===== src/common/pmc_regs.svh =====
// register offsets, field masks, reset values of the port configuration block
`ifndef PMC_REGS_SVH
`define PMC_REGS_SVH

// offsets from the configuration space base
`define PMC_OFF_MODE_A   8'h00
`define PMC_OFF_MODE_B   8'h01
`define PMC_OFF_DIR_A    8'h04
`define PMC_OFF_DIR_B    8'h05
`define PMC_OFF_DIR_C    8'h06
`define PMC_OFF_DIR_D    8'h07
`define PMC_OFF_DRV_A    8'h08
`define PMC_OFF_DRV_B    8'h09
`define PMC_OFF_DRV_C    8'h0a
`define PMC_OFF_DRV_D    8'h0b

// power-up value of every configuration register
`define PMC_CFG_RESET    8'h00

// implemented bits per port
`define PMC_IMPL_AB      8'hff
`define PMC_IMPL_C       8'hff
`define PMC_IMPL_D       8'h06

// drive-select meaning per port
`define PMC_OD_AB        8'hf0
`define PMC_SLEW_AB      8'h0f
`define PMC_OD_C         8'h9c
`define PMC_SLEW_C       8'h00
`define PMC_OD_D         8'h00
`define PMC_SLEW_D       8'h06

// second macrocell group reaches only these port c pins
`define PMC_BC_C_PINS    8'h9c

// dedicated test access pins on port c
`define PMC_JTAG_TMS     0
`define PMC_JTAG_TCK     1
`define PMC_JTAG_TDI     5
`define PMC_JTAG_TDO     6
`define PMC_JTAG_PINS    8'h63

// port indices
`define PMC_PORT_A       0
`define PMC_PORT_B       1
`define PMC_PORT_C       2
`define PMC_PORT_D       3

`endif


===== src/common/pmc_pkg.sv =====
// types shared by the port configuration block
package pmc_pkg;

    // configuration of one port
    typedef struct packed {
        logic [7:0] mode;   // 0 mcu i/o, 1 address out
        logic [7:0] dir;    // 1 output, 0 input
        logic [7:0] drive;  // open drain or fast slew
    } pmc_cfg_s;

    // pad-facing signals of one port
    typedef struct packed {
        logic [7:0] out;    // level to drive
        logic [7:0] oe;     // high while driving
        logic [7:0] fast;   // fast slew select
    } pmc_pin_s;

    // macrocell routing selects per pin
    typedef struct packed {
        logic [7:0] ab_to_a;
        logic [7:0] ab_to_b;
        logic [7:0] bc_to_b;
        logic [7:0] bc_to_c;
    } pmc_route_s;

endpackage


===== src/rtl/pmc_port_pin.sv =====
// one port's output multiplexer, direction and driver selection
`timescale 1ns/10ps
`include "pmc_regs.svh"

module pmc_port_pin #(
    parameter logic [7:0] IMPL     = 8'hff,  // implemented pins
    parameter logic [7:0] OD_MASK  = 8'h00,  // pins with open drain
    parameter logic [7:0] SLEW_MSK = 8'h00,  // pins with slew control
    parameter bit         HAS_MODE = 1'b0    // address out available
) (
    input  wire pmc_pkg::pmc_cfg_s cfg_i,
    input  wire logic [7:0]        oe_term_i,
    input  wire logic [7:0]        data_out_i,
    input  wire logic [7:0]        mcell_i,
    input  wire logic [7:0]        mcell_sel_i,
    input  wire logic [7:0]        addr_i,
    output pmc_pkg::pmc_pin_s      pin_o
);

    // ==========================================================
    // pin logic
    // ==========================================================
    logic [7:0] en;        // driver enable before open drain
    logic [7:0] addr_use;  // pin shows latched address
    logic [7:0] val;       // selected output level
    logic [7:0] od;        // open drain active

    // direction bit or output enable term makes an output
    assign en = (cfg_i.dir | oe_term_i) & IMPL;
    // address out needs mode bit and either enable source
    assign addr_use = HAS_MODE ? (cfg_i.mode & en) : 8'h00;

    // per bit mux: macrocell, then address, then data out
    always_comb begin
        for (int i = 0; i < 8; i++) begin
            if (mcell_sel_i[i]) begin
                val[i] = mcell_i[i];
            end else if (addr_use[i]) begin
                val[i] = addr_i[i];
            end else begin
                val[i] = data_out_i[i];
            end
        end
    end

    // open drain only pulls low; the pull-up is off chip
    assign od = cfg_i.drive & OD_MASK;
    assign pin_o.out = val & ~od & IMPL;
    assign pin_o.oe = en & ~(od & val);
    assign pin_o.fast = cfg_i.drive & SLEW_MSK & IMPL;

endmodule


===== src/rtl/pmc_port_config.sv =====
// port configuration registers, pin muxing and peripheral buffer
// Operation
// - memory mode bit seven makes port a buffer
// - select terms enable the peripheral buffer
// - either select term low floats port a
// - program store strobe gates the buffer
// - port c carries four dedicated test pins
// - macrocell groups reach only their ports
// - address out puts a7-a0 on pins
// - address out needs mode plus enable term or direction
// - mcu reads and writes config registers
// - each bit configures its own pin
// - configuration registers reset to zero
// - mode bit selects mcu i/o or address
// - direction one output, zero input, default input
// - direction ored with output enable term
// - port d direction has two bits
// - port d uses only bits two and one
// - drive bit one selects open drain
// - drive bit one selects fast slew
// - drive bit meaning fixed per port pin
// - data out drives pins when enabled
`timescale 1ns/10ps
`include "pmc_regs.svh"

module pmc_port_config #(
    parameter int  PORT_W   = 8,     // pins per port
    parameter bit  USE_PROGRAM_STORE_STROBE = 1'b1   // gate buffer with strobe
) (
    input  wire logic                    clk_i,
    input  wire logic                    reset_n_i,
    // mcu bus into configuration space
    input  wire logic                    cfg_sel_i,
    input  wire logic [7:0]              mcu_addr_i,
    input  wire logic [7:0]              mcu_wdata_i,
    input  wire logic                    mcu_wr_i,
    input  wire logic                    mcu_rd_i,
    output logic      [7:0]              mcu_rdata_o,
    output logic                         mcu_rdata_valid_o,
    // peripheral i/o controls
    input  wire logic                    peripheral_buffer_enable_bit_i,
    input  wire logic                    peripheral_select_term_0_i,
    input  wire logic                    peripheral_select_term_1_i,
    input  wire logic                    program_store_strobe_i,
    // logic array and data register sources
    input  wire logic [3:0][7:0]         oe_term_i,
    input  wire logic [3:0][7:0]         data_out_i,
    input  wire logic [7:0]              latched_addr_i,
    input  wire logic [7:0]              first_macrocell_group_i,
    input  wire logic [7:0]              second_macrocell_group_i,
    input  wire pmc_pkg::pmc_route_s     route_i,
    // test access port on port c
    input  wire logic                    jtag_tdo_i,
    input  wire logic                    jtag_tdo_oe_i,
    output logic                         jtag_tms_o,
    output logic                         jtag_tck_o,
    output logic                         jtag_tdi_o,
    // pads
    input  wire logic [3:0][7:0]         pin_in_i,
    output pmc_pkg::pmc_pin_s [3:0]      pins_o
);

    // ==========================================================
    // elaboration checks
    // ==========================================================
    // the register map and masks assume eight pin ports
    if (PORT_W != 8) begin : g_bad_width
        $error("pmc_port_config: PORT_W must be 8");
    end

    // ==========================================================
    // configuration registers
    // ==========================================================
    logic [1:0][7:0] mode_reg;   // ports a and b only
    logic [3:0][7:0] dir_reg;    // all four ports
    logic [3:0][7:0] drive_reg;  // all four ports
    logic            wr_hit;     // write to configuration space
    logic            rd_hit;     // read of configuration space

    // implemented bit mask per port index
    function automatic logic [7:0] impl_mask(input int p);
        logic [7:0] m;
        m = `PMC_IMPL_AB;
        if (p == `PMC_PORT_C) begin
            m = `PMC_IMPL_C;
        end else if (p == `PMC_PORT_D) begin
            m = `PMC_IMPL_D;
        end
        return m;
    endfunction

    // a strobe outside configuration space never lands here
    assign wr_hit = cfg_sel_i & mcu_wr_i;
    assign rd_hit = cfg_sel_i & mcu_rd_i;

    // mode-select registers exist for ports a and b only
    always_ff @(posedge clk_i or negedge reset_n_i) begin
        if (!reset_n_i) begin
            mode_reg <= {2{`PMC_CFG_RESET}};
        end else if (wr_hit) begin
            // one register per port, bit i steers pin i
            if (mcu_addr_i == `PMC_OFF_MODE_A) begin
                mode_reg[0] <= mcu_wdata_i;
            end
            if (mcu_addr_i == `PMC_OFF_MODE_B) begin
                mode_reg[1] <= mcu_wdata_i;
            end
        end
    end

    // direction registers; unused port d bits stay zero
    always_ff @(posedge clk_i or negedge reset_n_i) begin
        if (!reset_n_i) begin
            dir_reg <= {4{`PMC_CFG_RESET}};
        end else if (wr_hit) begin
            for (int p = 0; p < 4; p++) begin
                if (mcu_addr_i == `PMC_OFF_DIR_A + 8'(p)) begin
                    dir_reg[p] <= mcu_wdata_i & impl_mask(p);
                end
            end
        end
    end

    // drive-select registers; unused port d bits stay zero
    // not-applicable bits elsewhere are kept and read back as written
    always_ff @(posedge clk_i or negedge reset_n_i) begin
        if (!reset_n_i) begin
            drive_reg <= {4{`PMC_CFG_RESET}};
        end else if (wr_hit) begin
            for (int p = 0; p < 4; p++) begin
                if (mcu_addr_i == `PMC_OFF_DRV_A + 8'(p)) begin
                    drive_reg[p] <= mcu_wdata_i & impl_mask(p);
                end
            end
        end
    end

    // ==========================================================
    // peripheral buffer control
    // ==========================================================
    logic periph_mode;  // port a handed to the mcu data bus
    logic periph_sel;   // buffer open this cycle
    logic program_store_strobe_gate;    // strobe qualifier

    // strobe gating keeps the buffer shut in data space
    assign program_store_strobe_gate = USE_PROGRAM_STORE_STROBE ? program_store_strobe_i : 1'b1;
    assign periph_mode = peripheral_buffer_enable_bit_i;
    // both select terms must be high, any low one floats
    assign periph_sel = periph_mode
                      & peripheral_select_term_0_i
                      & peripheral_select_term_1_i
                      & program_store_strobe_gate;

    // ==========================================================
    // read path
    // ==========================================================
    logic [7:0] rd_value;  // selected read data
    logic       rd_any;    // some read is answered

    // buffered pin read wins over a configuration read
    always_comb begin
        rd_value = 8'h00;
        rd_any = 1'b0;
        if (periph_sel && mcu_rd_i) begin
            rd_value = pin_in_i[`PMC_PORT_A];
            rd_any = 1'b1;
        end else if (rd_hit) begin
            rd_any = 1'b1;
            unique case (mcu_addr_i)
                `PMC_OFF_MODE_A: rd_value = mode_reg[0];
                `PMC_OFF_MODE_B: rd_value = mode_reg[1];
                `PMC_OFF_DIR_A:  rd_value = dir_reg[0];
                `PMC_OFF_DIR_B:  rd_value = dir_reg[1];
                `PMC_OFF_DIR_C:  rd_value = dir_reg[2];
                `PMC_OFF_DIR_D:  rd_value = dir_reg[3];
                `PMC_OFF_DRV_A:  rd_value = drive_reg[0];
                `PMC_OFF_DRV_B:  rd_value = drive_reg[1];
                `PMC_OFF_DRV_C:  rd_value = drive_reg[2];
                `PMC_OFF_DRV_D:  rd_value = drive_reg[3];
                // unmapped offsets answer zero
                default:         rd_value = 8'h00;
            endcase
        end
    end

    // read data is registered, one cycle after the strobe
    // rdata keeps its last value between reads
    always_ff @(posedge clk_i or negedge reset_n_i) begin
        if (!reset_n_i) begin
            mcu_rdata_o <= 8'h00;
            mcu_rdata_valid_o <= 1'b0;
        end else begin
            mcu_rdata_valid_o <= rd_any;
            if (rd_any) begin
                mcu_rdata_o <= rd_value;
            end
        end
    end

    // ==========================================================
    // per port pin logic
    // ==========================================================
    pmc_pkg::pmc_pin_s [3:0] pin_next;  // combinational pad values
    pmc_pkg::pmc_cfg_s [3:0] cfg;       // bundled configuration
    logic [3:0][7:0]         msel;      // macrocell route per pin
    logic [3:0][7:0]         mval;      // macrocell value per pin

    // ports c and d have no mode register, tie to mcu i/o
    always_comb begin
        for (int p = 0; p < 4; p++) begin
            cfg[p].mode = (p < 2) ? mode_reg[1'(p)] : 8'h00;
            cfg[p].dir = dir_reg[p];
            cfg[p].drive = drive_reg[p];
        end
    end

    // port b can take either group; the second group wins
    always_comb begin
        msel[0] = route_i.ab_to_a;
        mval[0] = first_macrocell_group_i;
        msel[1] = route_i.ab_to_b | route_i.bc_to_b;
        // per pin choice, so a partial second route keeps the first
        mval[1] = (route_i.bc_to_b & second_macrocell_group_i)
                | (~route_i.bc_to_b & first_macrocell_group_i);
        // second group reaches only four port c pins
        msel[2] = route_i.bc_to_c & `PMC_BC_C_PINS
                & ~`PMC_JTAG_PINS;
        mval[2] = second_macrocell_group_i;
        msel[3] = 8'h00;
        mval[3] = 8'h00;
    end

    // one instance per port, ports a and b share masks, c and d differ
    pmc_port_pin #(
        .IMPL     (`PMC_IMPL_AB),
        .OD_MASK  (`PMC_OD_AB),
        .SLEW_MSK (`PMC_SLEW_AB),
        .HAS_MODE (1'b1)
    ) u_port_a (
        .cfg_i      (cfg[0]),
        .oe_term_i  (oe_term_i[0]),
        .data_out_i (data_out_i[0]),
        .mcell_i    (mval[0]),
        .mcell_sel_i(msel[0]),
        .addr_i     (latched_addr_i),
        .pin_o      (pin_next[0])
    );

    pmc_port_pin #(
        .IMPL     (`PMC_IMPL_AB),
        .OD_MASK  (`PMC_OD_AB),
        .SLEW_MSK (`PMC_SLEW_AB),
        .HAS_MODE (1'b1)
    ) u_port_b (
        .cfg_i      (cfg[1]),
        .oe_term_i  (oe_term_i[1]),
        .data_out_i (data_out_i[1]),
        .mcell_i    (mval[1]),
        .mcell_sel_i(msel[1]),
        .addr_i     (latched_addr_i),
        .pin_o      (pin_next[1])
    );

    pmc_port_pin #(
        .IMPL     (`PMC_IMPL_C),
        .OD_MASK  (`PMC_OD_C),
        .SLEW_MSK (`PMC_SLEW_C),
        .HAS_MODE (1'b0)
    ) u_port_c (
        .cfg_i      (cfg[2]),
        .oe_term_i  (oe_term_i[2]),
        .data_out_i (data_out_i[2]),
        .mcell_i    (mval[2]),
        .mcell_sel_i(msel[2]),
        .addr_i     (8'h00),
        .pin_o      (pin_next[2])
    );

    // port d direction has no logic array enable term
    pmc_port_pin #(
        .IMPL     (`PMC_IMPL_D),
        .OD_MASK  (`PMC_OD_D),
        .SLEW_MSK (`PMC_SLEW_D),
        .HAS_MODE (1'b0)
    ) u_port_d (
        .cfg_i      (cfg[3]),
        .oe_term_i  (8'h00),
        .data_out_i (data_out_i[3]),
        .mcell_i    (mval[3]),
        .mcell_sel_i(msel[3]),
        .addr_i     (8'h00),
        .pin_o      (pin_next[3])
    );

    // ==========================================================
    // pad registers with port overrides
    // ==========================================================
    pmc_pkg::pmc_pin_s [3:0] pad_next;  // after overrides

    always_comb begin
        pad_next = pin_next;
        // port a as a bus buffer drives only during writes
        if (periph_mode) begin
            pad_next[0].out = mcu_wdata_i;
            pad_next[0].oe = {8{periph_sel & mcu_wr_i}};
            pad_next[0].fast = 8'h00;
        end
        // test pins are dedicated, configuration has no say
        pad_next[2].out = pin_next[2].out & ~`PMC_JTAG_PINS;
        pad_next[2].oe = pin_next[2].oe & ~`PMC_JTAG_PINS;
        pad_next[2].fast = 8'h00;
        pad_next[2].out[`PMC_JTAG_TDO] = jtag_tdo_i;
        pad_next[2].oe[`PMC_JTAG_TDO] = jtag_tdo_oe_i;
    end

    // pad outputs come from flip-flops, one cycle behind
    always_ff @(posedge clk_i or negedge reset_n_i) begin
        if (!reset_n_i) begin
            pins_o <= '0;
        end else begin
            pins_o <= pad_next;
        end
    end

    // test inputs are taken straight from their pads
    // one stage only, the pads count as synchronous to clk_i
    always_ff @(posedge clk_i or negedge reset_n_i) begin
        if (!reset_n_i) begin
            jtag_tms_o <= 1'b0;
            jtag_tck_o <= 1'b0;
            jtag_tdi_o <= 1'b0;
        end else begin
            jtag_tms_o <= pin_in_i[2][`PMC_JTAG_TMS];
            jtag_tck_o <= pin_in_i[2][`PMC_JTAG_TCK];
            jtag_tdi_o <= pin_in_i[2][`PMC_JTAG_TDI];
        end
    end

endmodule


===== config.mk =====
export PLATFORM = sky130hd
export DESIGN_NAME = pmc_port_config
export DESIGN_NICKNAME = d
export VERILOG_FILES = /design/src/common/pmc_pkg.sv /design/src/rtl/pmc_port_pin.sv /design/src/rtl/pmc_port_config.sv
export VERILOG_INCLUDE_DIRS = /design/src /design/src/common
export SDC_FILE = /design/constraint.sdc
export NUM_CORES = 1
export LEC_CHECK = 0
export ABC_AREA = 1
export BUFFER_PORTS_ARGS = -buffer_cell sky130_fd_sc_hd__buf_2
export CAP_MARGIN = 15
export CORE_MARGIN = 4
export CORE_UTILIZATION = 50
export DETAILED_ROUTE_END_ITERATION = 10
export HOLD_SLACK_MARGIN = 0.06
export PLACE_DENSITY = 0.78
export RECOVER_POWER = 100
export SETUP_SLACK_MARGIN = 0.15
export SLEW_MARGIN = 30
export SYNTH_ARGS = -nofsm -noshare
export SYNTH_HDL_FRONTEND = slang
export SYNTH_HIERARCHICAL = 1
export SYNTH_SLANG_ARGS = --single-unit
export TNS_END_PERCENT = 50

===== constraint.sdc =====
create_clock -name clk_i -period 2.1 [get_ports clk_i]
set_input_delay 0.105 -clock clk_i [delete_from_list [all_inputs] [get_ports clk_i]]
set_output_delay 0.105 -clock clk_i [all_outputs]
set_load 0.01 [all_outputs]

==> flow_summary.json, run 1 <==
{
  "antenna_found_initial": 0,
  "hp-start": "mcu_wdata_i[4]",
  "crit_start": "cfg[11]$_DFFE_PN0P_",
  "p_sw_frac": 0.241,
  "nNetsFinal": 1372,
  "hold_path_depth": 3,
  "rr_startpoint": "cfg[11]$_DFFE_PN0P_",
  "drc": 0,
  "critical_path.cell_chain": "or2_4 > nand2_1 > a21oi_1 > o21ai_1 > nand2_1 > dlygate4sd3_1 > nand2_1 > o21ai_0",
  "design_area_um2": 9930,
  "ant_nets": 0,
  "clk_pin_slew_ps": 60,
  "worst_path_max_delay_cell": "dlygate4sd3_1",
  "post-place-ws_ps": 513,
  "avgSynthCellArea_um2": 8.75,
  "routabilityCongestion": 0.923,
  "ff2ff_path_depth": 8,
  "crit_top_cell": "nand2_1",
  "hp-class": "in2reg",
  "power_density_nw_per_um2": 712,
  "post-route-period-util": 0.929,
  "dieHeight_um": 131,
  "failed_checks": "capacitance limit, slew limit",
  "cts_resized": 0,
  "worst_ir_drop_vdd_v": 0.000534,
  "maxCapViolCount": 1,
  "crit_arrival_ps": 2230,
  "drive_gt1_frac": 0.186,
  "critPathMaxStageDelay_ps": 570,
  "dpl_cell_area_um2": 8770,
  "dp_hpwl_mm": 14.3,
  "io-pin-count": 287,
  "h-tree-depth": 4,
  "path_buf_inv": 1,
  "cp_data_required_time_ps": 2380,
  "skew_ps": 4.65,
  "setup_ws_ps": 149,
  "postCtsSetupBuffers": 0,
  "syn_area_um2": 7610,
  "core_region_area_um2": 14700,
  "grt_pass1_vias": 7027,
  "vias": 6795,
  "netlist_instances": 870,
  "final.setup.tns_ps": 0,
  "hold-path-endpoint": "cfg[60]$_DFFE_PN0P_",
  "row_count": 44,
  "hold_viol_final": 0,
  "io_buffers": 225,
  "max-slew-margin-rel": -0.0220,
  "grt_util_all_layers": 0.251,
  "clock-sinks": 162,
  "cp-end-kind": "register",
  "r2r-end": "pins_o[19]$_DFF_PN0_",
  "setup_violations": 0,
  "antenna_cells_inserted": 0,
  "numCtsBuffers": 17,
  "worstMarginPinSlew_ps": 1530,
  "switching_power_mw": 1.71,
  "syn_to_final_growth_pct": 30.5,
  "worstPathMaxFanout": 3,
  "yosysWarnings": 6,
  "critical_path_class": "reg2reg",
  "p_int_mw": 5.37,
  "die_w_um": 131,
  "largest_register_ff_count": 82,
  "min_period_ps": 1950,
  "grt_overflow": 0,
  "viasPerCell": 4.90,
  "final_util": 0.675,
  "power_leakage_nw": 5.09,
  "rsz0062_at_grt": "false",
  "grt_max_degree": 68,
  "largest-register": "pins_o",
  "hold_ws_ps": 74.4,
  "critPathTopFamily": "buffers and inverters",
  "cts_tree": "done",
  "nFillCells": 1248,
  "cts_root_buf": "clkbuf_16",
  "grt_pass1_wl_mm": 34.7,
  "die_area_um2": 17300,
  "status": "finished with violations",
  "clk_latency_ps": 420,
  "wl_per_cell_um": 15.4,
  "cts_buffer_depth": 2,
  "initial_core_util": 0.518,
  "worst_setup_path_start_kind": "register",
  "r2r_slack_ps": 150,
  "maxSlewViolCount": 66,
  "p_comb_frac": 0.118,
  "drt_wl_total_mm": 21.3,
  "first_pass_iters": 5,
  "p_clk_frac": 0.412,
  "max_freq_ghz": 0.513,
  "power_frac_seq": 0.470,
  "dr.first_iter.drc_count": 631
}
worst max-delay path by stage:
stage / depth (start not counted) / end
2_1_floorplan: 7 / mcu_rdata_o[4]$_DFFE_PN0P_
3_3_place_gp: 9 / cfg[57]$_DFFE_PN0P_
3_5_place_dp: 6 / cfg[50]$_DFFE_PN0P_
4_1_cts: 7 / pins_o[43]$_DFF_PN0_
5_1_grt: 8 / pins_o[19]$_DFF_PN0_
6_report: 8 / pins_o[19]$_DFF_PN0_
placed cells by master, fill, tap and decap left out, drive strengths merged, types with 26 or more instances in the layout:
cell type,instances
dfrtp,162
o21ai,99
or2,26
conb,60
dlygate4sd3,84
nand2,262
clkbuf,123
buf,132
nand3,63
nor2,65
inv,89
through the flow:
step | cells | total power [mW]
after floorplan | 926 | 3.79
after global placement | 1274 | 4.10
after detailed placement | 1274 | 4.12
after CTS | 1389 | 7.15
after global routing | 1388 | 7.38
final | 1388 | 7.07
power groups by stage:
| stage | clock, mW | combinational, mW | sequential, mW |
|---|---|---|---|
| floorplan | 0 | 0.363 | 3.42 |
| finish | 2.91 | 0.836 | 3.32 |
| global placement | 0 | 0.727 | 3.37 |
| detailed placement | 0 | 0.741 | 3.38 |
| global route | 3.11 | 0.931 | 3.34 |
| CTS | 2.96 | 0.872 | 3.32 |
area by class of cell:
class,count,area [um2],area share
Tap cell,184,230,0.0232
Timing Repair Buffer,314,1900,0.192
Sequential cell,162,4050,0.408
Clock buffer,25,495,0.0499
Clock inverter,5,52.6,0.00529
Multi-Input combinational cell,608,2850,0.287
Inverter,90,342,0.0344
tightest hold or removal path, cell delays in order:
cell and delay (ps):
buf_2 70, inv_1 120, o21ai_1 150
routing by layer:
metal,vias to the layer above,routed length (um),track usage
met1,3157,8730,0.291
li1,3291,-,-
met4,0,554,0.0986
met5,-,0,0
met2,303,10300,0.434
met3,44,1700,0.0826
timing repair:
| action | CTS | global route |
|---|---|---|
| endpoints found under the hold margin | 118 | 0 |
| setup endpoints to repair | 0 | 1 |
| hold buffers | 85 | 0 |
Note: power is estimated with default switching activity, not from simulation.
==> run 2: changes to the inputs <==
Settings changed: CTS_CLUSTER_DIAMETER set to 100.
Clock period 2.1 ns to 2.3 ns, I/O delays scaled along.
==> run 2 against run 1 <==
Effect of this change: the flow now finishes without violations; via count about the same; cell count down 0.50%; clock power is 3% higher; routed wire length is 0.44% lower; first-iteration DRC count fell by 12%; sequential share of layout area grew 0.24 points; register-to-register slack gained 360 ps; hold slack improved by 9.7 ps; utilization down 0.40 points; global-route usage about the same; non-clock buffer count shrank 10; sequential power decreased by 8.7%; highest routed layer is now met5.
==> flow_summary.json, run 2 (synthesis results as in run 1) <==
{
  "status": "finished, final reports clean",
  "cp-end-kind": "register",
  "worstPathMaxFanout": 2,
  "clk_pin_slew_ps": 60,
  "grt_overflow": 0,
  "seq_area_um2": 4050,
  "vias": 6793,
  "path_buf_inv": 4,
  "post-route-period-util": 0.906,
  "h-tree-depth": 4,
  "final.setup.tns_ps": 0,
  "dpl_cell_area_um2": 8750,
  "grt_max_degree": 59,
  "grt_pass1_vias": 7018,
  "wl_met1_mm": 8.45,
  "power_density_nw_per_um2": 688,
  "nFillCells": 1234,
  "clk_latency_ps": 420,
  "p_total_mw": 6.79,
  "power_frac_seq": 0.447,
  "dieHeight_um": 131,
  "rsz0062_at_grt": "false",
  "skew_ps": 7.51,
  "ff2ff_path_depth": 8,
  "cts_tree": "done",
  "maxCapViolCount": 0,
  "drc": 0,
  "routabilityCongestion": 0.899,
  "power_leakage_nw": 5.04,
  "layout_common_cells": "nand2_1, dfrtp_1, buf_2",
  "maxSlewViolCount": 0,
  "multiInputGateArea_um2": 2840,
  "hold_ws_ps": 84.0,
  "core_region_area_um2": 14700,
  "critPathMaxStageDelay_ps": 590,
  "design_area_um2": 9870,
  "hold_viol_final": 0,
  "p_int_mw": 5.17,
  "p_sw_frac": 0.238,
  "route.met2.wl_mm": 10.5,
  "initial_core_util": 0.518,
  "p_clk_frac": 0.443,
  "largest_register_ff_count": 82,
  "io_buffers": 225,
  "switching_power_mw": 1.61,
  "min_period_ps": 2080,
  "viasPerCell": 4.92,
  "crit_top_cell": "dlygate4sd3_1",
  "die_w_um": 131,
  "met3_wirelength_mm": 1.79,
  "final_util": 0.671,
  "hp-class": "in2reg",
  "worst_setup_path_start_kind": "input pin",
  "nNetsFinal": 1362,
  "maxUsedRoutingLayer": "met5",
  "max-slew-margin-rel": 0.0182,
  "grt_pass1_wl_mm": 34.9,
  "worst_ir_drop_vdd_v": 0.000489,
  "cts_buffer_depth": 2,
  "critical_path.cell_chain": "dlygate4sd3_1 > buf_2 > or2_2 > dlygate4sd3_1 > nand2_1 > o21ai_0 > dlygate4sd3_1",
  "grt_util_all_layers": 0.251,
  "dr.first_iter.drc_count": 553,
  "max_freq_ghz": 0.480,
  "setup_violations": 0,
  "largest-register": "pins_o",
  "ant_nets": 0,
  "drive_gt1_frac": 0.187,
  "dp_hpwl_mm": 14.4,
  "p_comb_frac": 0.110,
  "critPathTopFamily": "buffers and inverters",
  "drt_wl_total_mm": 21.2,
  "worst_path_max_delay_cell": "dlygate4sd3_1",
  "die_area_um2": 17300,
  "postCtsSetupBuffers": 0,
  "critical_path_class": "in2reg",
  "wl_per_cell_um": 15.4,
  "crit_arrival_ps": 2390,
  "syn_to_final_growth_pct": 29.7,
  "antenna_found_initial": 2,
  "clock-sinks": 162,
  "cp.depth": 7,
  "first_pass_iters": 5,
  "cp_data_required_time_ps": 2600,
  "numCtsBuffers": 17,
  "row_count": 44,
  "io-pin-count": 287,
  "final_common_cell": "nand2_1",
  "worstMarginPinSlew_ps": 1470,
  "cts_root_buf": "clkbuf_16",
  "hold_path_depth": 5
}
## run 2: what timing repair did
| item | in CTS | in global routing |
|---|---|---|
| endpoints found under the hold margin | 103 | 0 |
| endpoints found under the setup margin | 0 | 0 |
| gates resized for setup | 0 | 0 |
| hold buffers | 73 | 0 |
## run 2: final timing paths
path	start	end	slack, ps
max	route_i[18]	pins_o[42]$_DFF_PN0_	220
min	data_out_i[14]	pins_o[46]$_DFF_PN0_	80
max reg2reg	cfg[8]$_DFFE_PN0P_	pins_o[16]$_DFF_PN0_	510
min reg2reg	cfg[74]$_DFFE_PN0P_	pins_o[74]$_DFF_PN0_	410
max in group asynchronous	reset_n_i	pins_o[12]$_DFF_PN0_	480
min in group asynchronous	reset_n_i	pins_o[66]$_DFF_PN0_	600
## run 2: power by group through the flow
stage               logic [mW]  clock network [mW]  registers (mW)
floorplan                0.331                   0            3.13
global placement         0.661                   0            3.08
detailed placement       0.675                   0            3.08
CTS                      0.783                3.06            3.03
global route             0.833                3.18            3.05
finish                   0.745                3.01            3.03
## run 2: metrics by stage
step	worst slack (ps)	std cells
global placement	677	1275
floorplan	1140	926
finish	216	1381
detailed placement	632	1275
CTS	331	1380
global route	137	1381
## run 2: final cells by class
class	count	share of cell area
Antenna cell	1	0.000254
Clock buffer	20	0.0463
Clock inverter	12	0.0183
Inverter	90	0.0346
Multi-Input combinational cell	608	0.287
Sequential cell	162	0.411
Tap cell	184	0.0233
Timing Repair Buffer	304	0.179
## run 2: tightest hold or removal path: stages
cell     delay, ps
buf_2          100
nand2_1         60
nand3_1         80
nand2_1         70
nor2_1          40
## run 2: per-layer routing
metal,vias to the layer above,GRT usage
met5,-,0
met4,2,0.0805
met3,36,0.0856
met2,279,0.427
met1,3213,0.303
li1,3263,-
